<file path="config.mk">
export PLATFORM = sky130hd
export DESIGN_NAME = dcto_monitor
export DESIGN_NICKNAME = d
export VERILOG_FILES = /design/src/dcto_pkg.sv /design/src/dcto_monitor.sv /design/src/dcto_timer.sv
export SDC_FILE = /design/constraint.sdc
export NUM_CORES = 1
export LEC_CHECK = 0
export BUFFER_PORTS_ARGS = -buffer_cell sky130_fd_sc_hd__clkbuf_2
export CAP_MARGIN = 25
export CORE_AREA = 2 2 84 86
export CTS_BUF_LIST = sky130_fd_sc_hd__clkbuf_8
export DETAILED_ROUTE_END_ITERATION = 10
export DIE_AREA = 0 0 86 88
export GPL_ROUTABILITY_DRIVEN = 0
export SYNTH_ARGS = -nofsm -noshare
export SYNTH_HDL_FRONTEND = slang
export SYNTH_HIERARCHICAL = 1
export SYNTH_SLANG_ARGS = --single-unit
</file>
<file path="constraint.sdc">
create_clock -name clk -period 2.3 [get_ports clk]
set_input_delay 0.23 -clock clk [delete_from_list [all_inputs] [get_ports clk]]
set_output_delay 0.23 -clock clk [all_outputs]
set_load 0.05 [all_outputs]
</file>
<file path="src/dcto_pkg.sv">
/*
 Package for the dual-channel torque-off monitor: error classes, timing
 constants and the monitor state encoding.
 Assumes a single 25 MHz clock shared by every user of the package.
*/
// Contract
// - Either input low triggers torque-off at once; no wait for both.
// - Power stage disabled immediately on trigger, brake not awaited; motor coasts.
// - A trigger records a detected error of class 3.
// - Second input low within one second keeps the class at 3.
// - Second input still high after one second raises the class to 4.
// - Inputs are positive logic: high permits operation, low requests torque-off.
// - Only motor winding power is cut; DC bus and supply stay on.
// - No safety-rated brake output is provided by this block.
package dcto_pkg;

    // ------------------------------------------------------------------
    // Timing
    // ------------------------------------------------------------------
    localparam int unsigned CLK_HZ            = 25000000;
    localparam int unsigned DISCREPANCY_MS    = 1000;
    localparam int unsigned DISCREPANCY_CYC   = (CLK_HZ / 1000) * DISCREPANCY_MS;
    localparam int unsigned TIMER_W           = 25;

    // ------------------------------------------------------------------
    // Error classes
    // ------------------------------------------------------------------
    localparam logic [2:0]  ERR_CLASS_NONE    = 3'h0;
    localparam logic [2:0]  ERR_CLASS_STOP    = 3'h3;
    localparam logic [2:0]  ERR_CLASS_DISCREP = 3'h4;

    // ------------------------------------------------------------------
    // Monitor states
    // ------------------------------------------------------------------
    typedef enum logic [1:0] {
        DCTO_RUN     = 2'b00,
        DCTO_WAIT    = 2'b01,
        DCTO_STOPPED = 2'b10
    } dcto_state_t;

endpackage

</file>
<file path="src/dcto_monitor.sv">
/*
 Dual-channel torque-off monitor. Drives the power stage enable and reports
 the error class.
 Assumes both torque-off inputs are already synchronous to clk and that the
 power stage gating is the only thing this block switches off.
*/
`timescale 1ns/1ps
module dcto_monitor #(
    parameter int unsigned DISCREPANCY_CYCLES = dcto_pkg::DISCREPANCY_CYC
) (
    input  wire logic       clk,
    input  wire logic       arst_n,
    input  wire logic       torque_off_input_a,
    input  wire logic       torque_off_input_b,
    input  wire logic       auto_power_enable,
    input  wire logic       enable_request,
    output logic            power_stage_enable,
    output logic            safe_torque_off,
    output logic            error_detected,
    output logic [2:0]      error_class
);
    import dcto_pkg::*;

    // ------------------------------------------------------------------
    // Reset release
    // ------------------------------------------------------------------
    logic rst_meta;
    logic rst_n;

    always_ff @(posedge clk or negedge arst_n)
    begin
        if (!arst_n)
        begin
            rst_meta <= 1'b0;
            rst_n    <= 1'b0;
        end
        else
        begin
            rst_meta <= 1'b1;
            rst_n    <= rst_meta;
        end
    end

    // ------------------------------------------------------------------
    // Input decode
    // ------------------------------------------------------------------
    // High permits operation, low requests a stop.
    wire any_low  = !torque_off_input_a || !torque_off_input_b;
    wire both_low = !torque_off_input_a && !torque_off_input_b;
    wire both_hi  = torque_off_input_a && torque_off_input_b;

    dcto_state_t state;
    dcto_state_t next_state;
    logic [2:0]  next_class;
    logic        timer_expired;

    wire timer_clear = (state != DCTO_WAIT);

    dcto_timer #(
        .WIDTH (TIMER_W),
        .LIMIT (DISCREPANCY_CYCLES)
    ) u_timer (
        .clk     (clk),
        .rst_n   (rst_n),
        .clear   (timer_clear),
        .expired (timer_expired)
    );

    // Re-enable needs both channels high plus a request or auto enabling.
    wire restart = both_hi && (enable_request || auto_power_enable);

    // ------------------------------------------------------------------
    // Next state
    // ------------------------------------------------------------------
    always_comb
    begin
        next_state = state;
        next_class = error_class;
        case (state)
            DCTO_RUN:
            begin
                if (any_low)
                begin
                    next_class = ERR_CLASS_STOP;
                    next_state = both_low ? DCTO_STOPPED : DCTO_WAIT;
                end
            end
            DCTO_WAIT:
            begin
                if (both_low)
                    next_state = DCTO_STOPPED;
                else if (timer_expired)
                begin
                    next_class = ERR_CLASS_DISCREP;
                    next_state = DCTO_STOPPED;
                end
            end
            DCTO_STOPPED:
            begin
                if (restart)
                begin
                    next_class = ERR_CLASS_NONE;
                    next_state = DCTO_RUN;
                end
            end
            default:
            begin
                next_state = DCTO_STOPPED;
                next_class = ERR_CLASS_DISCREP;
            end
        endcase
    end

    always_ff @(posedge clk or negedge rst_n)
    begin
        if (!rst_n)
        begin
            state       <= DCTO_STOPPED;
            error_class <= ERR_CLASS_NONE;
        end
        else
        begin
            state       <= next_state;
            error_class <= next_class;
        end
    end

    // ------------------------------------------------------------------
    // Outputs
    // ------------------------------------------------------------------
    // The enable drops combinationally with either input so the cut does
    // not wait a cycle, and nothing waits for a brake. Only winding power
    // is gated; no bus or supply control and no brake output exist here.
    assign power_stage_enable = (state == DCTO_RUN) && !any_low;
    assign safe_torque_off    = !power_stage_enable;
    assign error_detected     = (error_class != ERR_CLASS_NONE);

endmodule // dcto_monitor

</file>
<file path="src/dcto_timer.sv">
/*
 Discrepancy timer: counts enabled cycles and flags when the limit is met.
 Assumes the caller holds clear while it does not need the count.
*/
`timescale 1ns/1ps
module dcto_timer #(
    parameter int unsigned WIDTH = 25,
    parameter int unsigned LIMIT = 25000000
) (
    input  wire logic clk,
    input  wire logic rst_n,
    input  wire logic clear,
    output logic      expired
);
    logic [WIDTH-1:0] count;
    logic [WIDTH-1:0] next_count;
    wire              at_limit = (count >= WIDTH'(LIMIT - 1));

    assign next_count = clear ? '0 : (at_limit ? count : count + WIDTH'(1));

    always_ff @(posedge clk or negedge rst_n)
    begin
        if (!rst_n)
        begin
            count   <= '0;
            expired <= 1'b0;
        end
        else
        begin
            count   <= next_count;
            expired <= !clear && at_limit;
        end
    end
endmodule // dcto_timer
</file>
Yosys cells after proc, flatten, opt, wreduce, memory -nomap -nowiden
Cells that the tools add are included.
{ "classes": {"n_mux": 13, "order_cmp": 1, "n_eq_ne": 9, "n_addsub": 1, "reduce_logical": 16} }
{ "op_table": {"columns": ["cell", "count"], "rows": [
  ["25-bit 2-to-1 mux", 2],
  ["25-bit by 1-bit adder with 25-bit output, second input constant", 1],
  ["25-bit >= comparator, second input constant", 1],
  ["3-bit 2-to-1 mux", 4],
  ["2-bit 2-to-1 mux", 5],
  ["3-bit case mux with 3 select lines", 1],
  ["2-bit by 1-bit inequality test with 1-bit output, second input constant", 3],
  ["2-bit inequality test, second input constant", 3],
  ["2-bit case mux with 3 select lines", 1],
  ["1-bit logical AND", 5],
  ["1-bit logical NOT", 5],
  ["4-bit AND reduction", 1],
  ["3-bit by 2-bit inequality test with 1-bit output, second input constant", 1],
  ["3-bit AND reduction", 1],
  ["3-bit nonzero test", 1],
  ["2-bit by 1-bit == test with 1-bit output, second input constant", 1],
  ["2-bit == test, second input constant", 1],
  ["2-bit logical NOT", 1],
  ["1-bit logical OR", 2]
]} }
{ "word_totals": {"ff_bits": 33, "input_bits": 6, "output_inout_bits": 6} }

Depth between registers and ports, before layout
Gate-level depths: netlist (run 1).
{ "depth": {"depth_word": 5, "ltp_mapped": 8, "depth_no_buf": 6} }

Hierarchy
The synthesis (run 1) kept the hierarchy.
{ "by_module_without_submodules": {"columns": ["mod", "seq_area_each_um2", "area_per_inst_um2", "cells_each", "instances"], "rows": [
  ["dcto_timer", 650.6, 1526.5, 168, 1],
  ["dcto_monitor", 151.4, 307.8, 31, 1]
]} }

Worst setup path after synthesis (run 1)
OpenSTA, ideal clock, no wires.
{ "synth_timing": {"path_type": "reg-to-reg", "start": "register u_timer.count[0]", "end": "register u_timer.count[20]", "path_stages_with_launch": 7, "path_slack_ns": 0.295, "arrival_ns": 1.927, "path_buffers": 0, "required_ns": 2.222, "setup_time_ns": 0.078, "cell_sequence": "dfrtp_1 -> ha_1 -> and2_1 -> nand4_4 -> or4_1 -> or4_1 -> a21oi_1"} }
{ "synth_between": {"elab_chain_cells": 3, "word_cells_on_any_way": 5} }
{ "synth_lines": {"columns": ["element", "line", "rtl"], "rows": [
  ["from (decl)", "dcto_timer.sv:15", "logic [WIDTH-1:0] count;"],
  ["from (signal assigned)", "dcto_timer.sv:30", "count <= next_count;"],
  ["25-bit by 1-bit adder with 25-bit output", "dcto_timer.sv:19", "assign next_count = clear ? '0 : (at_limit ? count : count + WIDTH'(1));"],
  ["25-bit 2-to-1 mux (2 in a row)", "dcto_timer.sv:19", null]
]} }
Parallel ways exist; a longest one is shown, timed or not. The select of a mux whose other input is x is not followed.
A chain may end at the register's enable or synchronous reset.

Final worst setup path (run 1)
Ends and elaborated chain as after synthesis.

==> results of run 1 <==
[area by class of cell]
type	count	area, um^2	share of cell area (%)
clock buffers	5	68.8	3.24
clock inverters	3	38.8	1.82
inverters	5	18.8	0.883
multi-input cells	150	957	45.0
flip-flops and latches	32	802	37.7
well taps	80	100	4.71
repair buffers	22	140	6.59
[state kept, by name, indices dropped and copies added (netlist names)]
name,flops
u_timer/count,25
rst_meta,1
state,2
error_class,2
rst_n,1
u_timer/expired,1
[cells in the final DEF, fill, tap and decap left out, types with 5 or more instances in the layout]
| master | netlist | routed |
|---|---|---|
| a21oi_1 | 23 | 23 |
| or4_1 | 19 | 19 |
| nand3_1 | 8 | 8 |
| o21ai_0 | 7 | 7 |
| o31ai_1 | 17 | 17 |
| clkbuf_8 | 0 | 5 |
| nor2_1 | 12 | 12 |
| buf_4 | 1 | 10 |
| dfrtp_1 | 31 | 31 |
| inv_1 | 4 | 5 |
| clkbuf_2 | 0 | 11 |
| nand4_1 | 5 | 5 |
| nand2_1 | 10 | 10 |
[cells in the mapped netlist, types with 3 or more instances]
cell type  count
nand3_1        8
dfrtp_1       31
o21ai_0        7
or4_1         19
clkbuf_1       5
nor2b_1        3
nand2_1       10
nand4_1        5
o31ai_1       17
inv_1          4
or3_1          4
nor4_1         4
buf_2          6
a21oi_1       23
mux2_1         3
nor2_1        12
nand3b_1       3
[worst paths after layout]
| path | to | slack [ns] | start |
|---|---|---|---|
| setup / recovery | u_timer/count[20] | 0.11 | u_timer/count[0] |
| setup reg to reg | u_timer/count[20] | 0.11 | u_timer/count[0] |
| hold / removal | rst_n | 0.25 | arst_n |
| min in group clk | state[0] | 0.30 | torque_off_input_b |
| max in group asynchronous | state[1] | 1.72 | rst_n |
| hold reg to reg | u_timer/count[6] | 0.26 | rst_n |
[logic make-up after synthesis]
kind of cell    synth area share (%)
fa+ha+maj                      0.682
mux                             1.84
compound gates                  20.4
simple gates                    29.1
buf+inv                         4.09
flops                           43.7
other cells                    0.204
[critical path: stages (launching register included)]
cell and delay (ns):
dfrtp_1 0.42, ha_1 0.23, and2_1 0.20, nand4_4 0.18, or4_1 0.52, or4_1 0.41
a21oi_1 0.15
[stage by stage]
stage | instances | cell area, um^2 | power (mW)
finish | 297 | 2130 | 1.43
global route | 297 | 2130 | 1.49
CTS | 297 | 2130 | 1.44
detailed placement | 288 | 2010 | 0.905
global placement | 288 | 2010 | 0.902
floorplan | 199 | 1830 | 0.850
[power by group through the flow]
stage / clock [mW] / sequential (mW) / combinational, mW
5_1_grt: 0.573 / 0.637 / 0.280
2_1_floorplan: 0 / 0.687 / 0.164
4_1_cts: 0.548 / 0.631 / 0.265
3_3_place_gp: 0 / 0.640 / 0.262
3_5_place_dp: 0 / 0.642 / 0.263
6_report: 0.533 / 0.630 / 0.262
[what timing repair did]
item                                   4_1_cts  5_1_grt
endpoints found under the hold margin        2        0
hold buffers                                 1        0
setup endpoints to repair                    0        0
[per-layer routing]
metal  vias to the layer above  global-route usage (%)  wire, um
li1                        801                       -         -
met3                         6                    3.11       103
met5                         -                       0         0
met4                         0                    4.76        63
met1                       746                    15.6      1910
met2                        17                    18.8      1870
==> run metrics, run 1 <==
HPWL after DPL=2.74 mm; first-pass GRT wire length=7.19 mm; Min-Delay Path Class=in -> async; share of layout cells above drive strength 1=17.5%; P_leak=0.810 nW; syn_area_per_cell=9.22 um^2; Logic pwr share=18.4%; Max H-tree Level=2; via count=1570; yosys warns=6; critical path endpoint category=flop; Area Overhead vs Synth=15.9%; Switching Share=31.3%; total gr overflow=0; Clock Latency Late Sink=0.29 ns; clock tree root driver cell=clkbuf_8; post-synth top area share=42.3%; PD cells=670 nW/um^2; worst vdd ir=0.171 mV; Worst Path Max Fanout=10; First-pass DRT Iterations=4; final period utilization=95.0%; Setup Skew=0.00870 ns; Post-CTS Setup Inserts=0; DR iter-0 viols=92; post-layout util=32.0%; Rows=30; hold_ws=0.250 ns; Setup TNS=0 ns; Register-to-Register Path Depth=6; Final Hold Vio Count=0; Fillers=690; dpl ws=0.132 ns; # diodes=0; Int Power=0.979 mW; Final Setup Violations=0; port bufs=11; Top FF cell, synth=dfrtp_1; vias in the first global route=1511; Yosys top cell by area=dfrtp_1; clk sinks=32; initial antenna violation count=0; clock share of power=37.4%; NumNets Final=223; area of the mapped netlist=1830 um^2; RSZ-0062 raised after global routing=no; maxcap violations=0; total CTS buffers=5; Die Span X=86 um; max-slew violation total from the final report=0; IO Count=12; Psw=0.446 mW; post-synth cell types=46; min Tclk post-route=2.19 ns; Async SR Flop Fraction=100%; Core Box Area=6640 um^2; largest net degree at the start of global routing=31; DRT antenna net count=0; CP startpoint kind=flop; Global Route Usage Sum=11.9%; PostCTS Resize Cnt=0; Die ar.=7570 um^2; CP required=2.52 ns; EDFF count, synth=0; Post-Synthesis Cells=199; Starting Density=27.6%; CP Class=reg -> reg; #FFs+latches synth=32; final WL=3.95 mm; syn nets=206; sequential area share after synthesis=43.7%; wire length per cell=13.3 um; status=complete, no violations; top cells by area, synth=dfrtp_1 (42%), or4_1 (7.8%), o31ai_1 (7.0%); Final Worst Setup Slack=0.114 ns; Sequential Power Share=44.2%; CTS max path bufs=2; FMAX=458 MHz; CTS tree=yes; Die Span Y=88 um; CP arrival=2.40 ns; DR DRC count=0; clk slew on worst S/H paths=0.07 ns; Via-to-Cell Ratio=5.29
Power figures use the tool's default switching activity.
==> run 2: changes to the inputs <==
--- a/config.mk
+++ b/config.mk
@@ -11,7 +11,8 @@
 export CTS_BUF_LIST = sky130_fd_sc_hd__clkbuf_8
 export DETAILED_ROUTE_END_ITERATION = 10
 export DIE_AREA = 0 0 86 88
-export GPL_ROUTABILITY_DRIVEN = 0
+export GPL_ROUTABILITY_DRIVEN = 1
+export GPL_TIMING_DRIVEN = 0
 export SYNTH_ARGS = -nofsm -noshare
 export SYNTH_HDL_FRONTEND = slang
 export SYNTH_HIERARCHICAL = 1
==> run metrics, run 2 (same netlist as run 1, synthesis figures left out) <==
status=complete, no violations; CP startpoint kind=flop; Global Route Usage Sum=12.8%; wire length per cell=14.4 um; total power=1.45 mW; CP required=2.48 ns; first-pass GRT wire length=7.59 mm; DRT antenna net count=0; HPWL after DPL=3.01 mm; IO Count=12; RD Place Congestion=0.768; Setup crit end=u_timer/count[8]; commonest non-fill, non-tap cells in the layout=dfrtp_1 (30), a21oi_1 (23), or4_1 (19), o31ai_1 (17), nor2_1 (12); max reg flops=25; most common cell after layout, fill and taps aside=dfrtp_1; Worst path max stage delay=0.44 ns; initial antenna violation count=0; worst r2r src=u_timer/count[2]; min Tclk post-route=2.16 ns; Die ar.=7570 um^2; PD cells=653 nW/um^2; max-slew violation total from the final report=0; Die Span Y=88 um; Setup TNS=0 ns; FMAX=462 MHz; Final Setup Violations=0; clock tree root driver cell=clkbuf_8; port bufs=11; clk slew on worst S/H paths=0.07 ns; via count=1695; post-layout util=33.4%; total gr overflow=0; largest register by flop count=u_timer/count; R2R setup slack=0.14 ns; Rows=30; DR iter-0 viols=102; Area Overhead vs Synth=20.9%; Min-Delay Path Class=reg -> async; Die Span X=86 um; total CTS buffers=5; NumNets Final=233; Via-to-Cell Ratio=5.52; Critical Path Slowest Stage Cell=dfrtp_1; critical path endpoint category=flop; Clock Latency Late Sink=0.29 ns; clk sinks=32; share of layout cells above drive strength 1=22.5%; critical path's top delay family=simple AND/OR/NAND/NOR gates; Final Hold Vio Count=0; RR Endpoint=u_timer/count[8]; CP Class=reg -> reg; Setup Skew=0.00788 ns; stages on the worst setup path=6; maxcap violations=0; DR DRC count=0; DP Area=2020 um^2; # diodes=0; vias in the first global route=1566; crit-path cells=and3_1 -> and2_1 -> o211a_2 -> buf_2 -> nor4_1 -> mux2_1; worst vdd ir=0.208 mV; fin area=2220 um^2; P_leak=0.829 nW; CTS tree=yes; crit path buf inv count=1; Crit. Startpoint=u_timer/count[2]; CTS max path bufs=2; First-pass DRT Iterations=4; final WL=4.41 mm; biggest regs=u_timer/count x25, error_class x2, state x2; Max H-tree Level=2; Core Box Area=6640 um^2; Register-to-Register Path Depth=6; CP arrival=2.34 ns; largest net degree at the start of global routing=22; final period utilization=94.0%; Starting Density=27.6%; Worst Path Max Fanout=10
-- run 2: repair_timing --
item	CTS	global route
setup endpoints to repair	12	23
hold buffers	1	0
pin swaps	0	2
endpoints found under the hold margin	2	0
gates cloned	0	0
setup buffers	0	7
resized for setup	1	9
-- run 2: report_power, final --
group | switching, mW | internal, mW | total [mW]
logic | 0.202 | 0.0855 | 0.287
clock network | 0.220 | 0.317 | 0.537
registers | 0.0318 | 0.592 | 0.624
total | 0.454 | 0.994 | 1.45
-- run 2: final cells by class --
type                       instances  area (um^2)
clock buffer                       5         68.8
tap                               80          100
buffer                            12         58.8
sequential                        32          803
multi-input combinational        150          983
timing repair buffer              20          145
fill                             702         4430
clock inverter                     3         38.8
inverter                           5         18.8
-- run 2: per-layer routing --
| layer | vias to the layer above | GRT usage [%] | wire length (um) |
|---|---|---|---|
| met5 | - | 0 | 0 |
| met4 | 0 | 4.62 | 65 |
| met3 | 6 | 3.11 | 162 |
| met2 | 24 | 20.2 | 2070 |
| met1 | 843 | 17.1 | 2120 |
| li1 | 822 | - | - |
-- run 2: worst min path at each step --
stage	from	end	slack, ns	cells after the start
4_1_cts	rst_n	u_timer/count[22]	0.22	0
2_1_floorplan	arst_n	rst_meta	-0.07	0
3_3_place_gp	arst_n	rst_meta	0.02	1
5_1_grt	rst_n	u_timer/count[14]	0.25	0
6_report	rst_n	u_timer/count[22]	0.20	0
3_5_place_dp	arst_n	rst_meta	0.02	1
-- run 2: through the flow --
step | setup WS, ns | instances | hold WS [ns]
6_report | 0.137 | 307 | 0.199
5_1_grt | -0.00139 | 307 | 0.252
4_1_cts | 0.0455 | 300 | 0.223
3_5_place_dp | 0.00603 | 291 | 0.0174
3_3_place_gp | 0.0479 | 290 | 0.0184
2_1_floorplan | 0.295 | 199 | -0.0656
==> run 3: changes to the inputs <==
--- a/config.mk
+++ b/config.mk
@@ -7,10 +7,10 @@
 export LEC_CHECK = 0
 export BUFFER_PORTS_ARGS = -buffer_cell sky130_fd_sc_hd__clkbuf_2
 export CAP_MARGIN = 25
-export CORE_AREA = 2 2 84 86
+export CORE_AREA = 4 4 86 88
 export CTS_BUF_LIST = sky130_fd_sc_hd__clkbuf_8
 export DETAILED_ROUTE_END_ITERATION = 10
-export DIE_AREA = 0 0 86 88
+export DIE_AREA = 0 0 90 92
 export GPL_ROUTABILITY_DRIVEN = 1
 export GPL_TIMING_DRIVEN = 0
 export SYNTH_ARGS = -nofsm -noshare
==> run metrics, run 3 (same netlist as run 1, synthesis figures left out) <==
DR DRC count=0; Die ar.=8280 um^2; dpl ws=-0.0523 ns; Global Route Usage Sum=11.8%; Via-to-Cell Ratio=5.53; largest net degree at the start of global routing=21; First-pass DRT Iterations=4; clock tree root driver cell=clkbuf_8; commonest non-fill, non-tap cells in the layout=dfrtp_1 (30), a21oi_1 (23), or4_1 (18), o31ai_1 (17); clk slew on worst S/H paths=0.07 ns; IO Count=12; measured slew at the worst slew-check pin=0.548 ns; CP startpoint kind=flop; wire length per cell=14.9 um; PD cells=601 nW/um^2; Worst Path Max Fanout=10; FMAX=458 MHz; maxcap violations=0; HPWL after DPL=3.11 mm; Final Hold Vio Count=0; final period utilization=95.0%; Clock Latency Late Sink=0.29 ns; hold_ws=0.217 ns; initial antenna violation count=0; DR iter-0 viols=129; max reg flops=25; Core Box Area=6640 um^2; Die Span Y=92 um; DP Area=2020 um^2; max-slew violation total from the final report=0; min Tclk post-route=2.19 ns; critical path endpoint category=flop; Setup Skew=0.0100 ns; Die Span X=90 um; total CTS buffers=5; CTS max path bufs=2; biggest regs=u_timer/count x25, error_class x2, state x2; CP required=2.47 ns; RD Place Congestion=0.797; most common cell after layout, fill and taps aside=dfrtp_1; vias in the first global route=1612; largest register by flop count=u_timer/count; Slew headroom=63.4%; total gr overflow=0; status=complete, no violations; CTS tree=yes; Min-Delay Path Class=reg -> async; Rows=30; via count=1699; Area Overhead vs Synth=20.6%; # diodes=0; NumNets Final=233; Starting Density=27.6%; Final Setup Violations=0; total power=1.33 mW; share of layout cells above drive strength 1=23.8%; clk sinks=32; fin area=2210 um^2; final WL=4.57 mm; port bufs=11; CP Class=reg -> reg; Final Worst Setup Slack=0.115 ns; worst vdd ir=0.191 mV; Max H-tree Level=2; CP arrival=2.35 ns; DRT antenna net count=0; first-pass GRT wire length=7.98 mm; P_leak=0.839 nW
## run 3: path summary, 6_finish.rpt
path | start | to | slack, ns | depth (start not counted)
max | u_timer/count[2] | u_timer/count[8] | 0.11 | 6
min | rst_n | u_timer/count[19] | 0.22 | 0
max reg2reg | u_timer/count[2] | u_timer/count[8] | 0.11 | 6
min reg2reg | rst_n | u_timer/count[19] | 0.22 | 0
max in group asynchronous | rst_n | state[1] | 1.51 | 1
min in group clk | torque_off_input_b | state[0] | 0.29 | 3
## run 3: per-layer routing
layer | part of all wire, % | GRT usage, %
met5 | 0 | 0
met4 | 2.1 | 3.83
met3 | 5.2 | 2.54
met2 | 46 | 18.9
met1 | 47 | 15.8
## run 3: through the flow
stage	util [%]	cells	TNS [ns]
finish	33.3	307	0
floorplan	-	199	0
CTS	31.8	300	0
global placement	29.9	290	-0.146
global route	33.3	307	-0.0649
detailed placement	30.4	291	-0.519
## run 3: worst max-delay path, stage by stage, from the launching register on
cell and delay [ns]:
dfrtp_1 0.44, and3_1 0.28, and2_1 0.20, o211a_2 0.30
buf_2 0.19, nor4_1 0.29, mux2_1 0.35
## run 3: layout make-up
type | count | area, um^2
Clock buffer | 5 | 68.8
Multi-Input combinational cell | 150 | 1000
Clock inverter | 3 | 12.5
Fill cell | 686 | 4430
Inverter | 5 | 18.8
Sequential cell | 32 | 803
Tap cell | 80 | 100
Buffer | 12 | 62.6
Timing Repair Buffer | 20 | 145
## run 3: power breakdown
group / leakage [nW] / switching (mW) / internal [mW]
logic: 0.356 / 0.202 / 0.0838
clock network: 0.0505 / 0.216 / 0.203
registers: 0.432 / 0.0325 / 0.592
total: 0.839 / 0.451 / 0.879
## run 3: repair_timing
action / 4_1_cts / 5_1_grt
buffers inserted: 0 / 7
pin swaps: 0 / 1
hold buffers: 1 / 0
endpoints found under the setup margin: 20 / 23
hold endpoints to repair: 2 / 0
resized for setup: 2 / 14
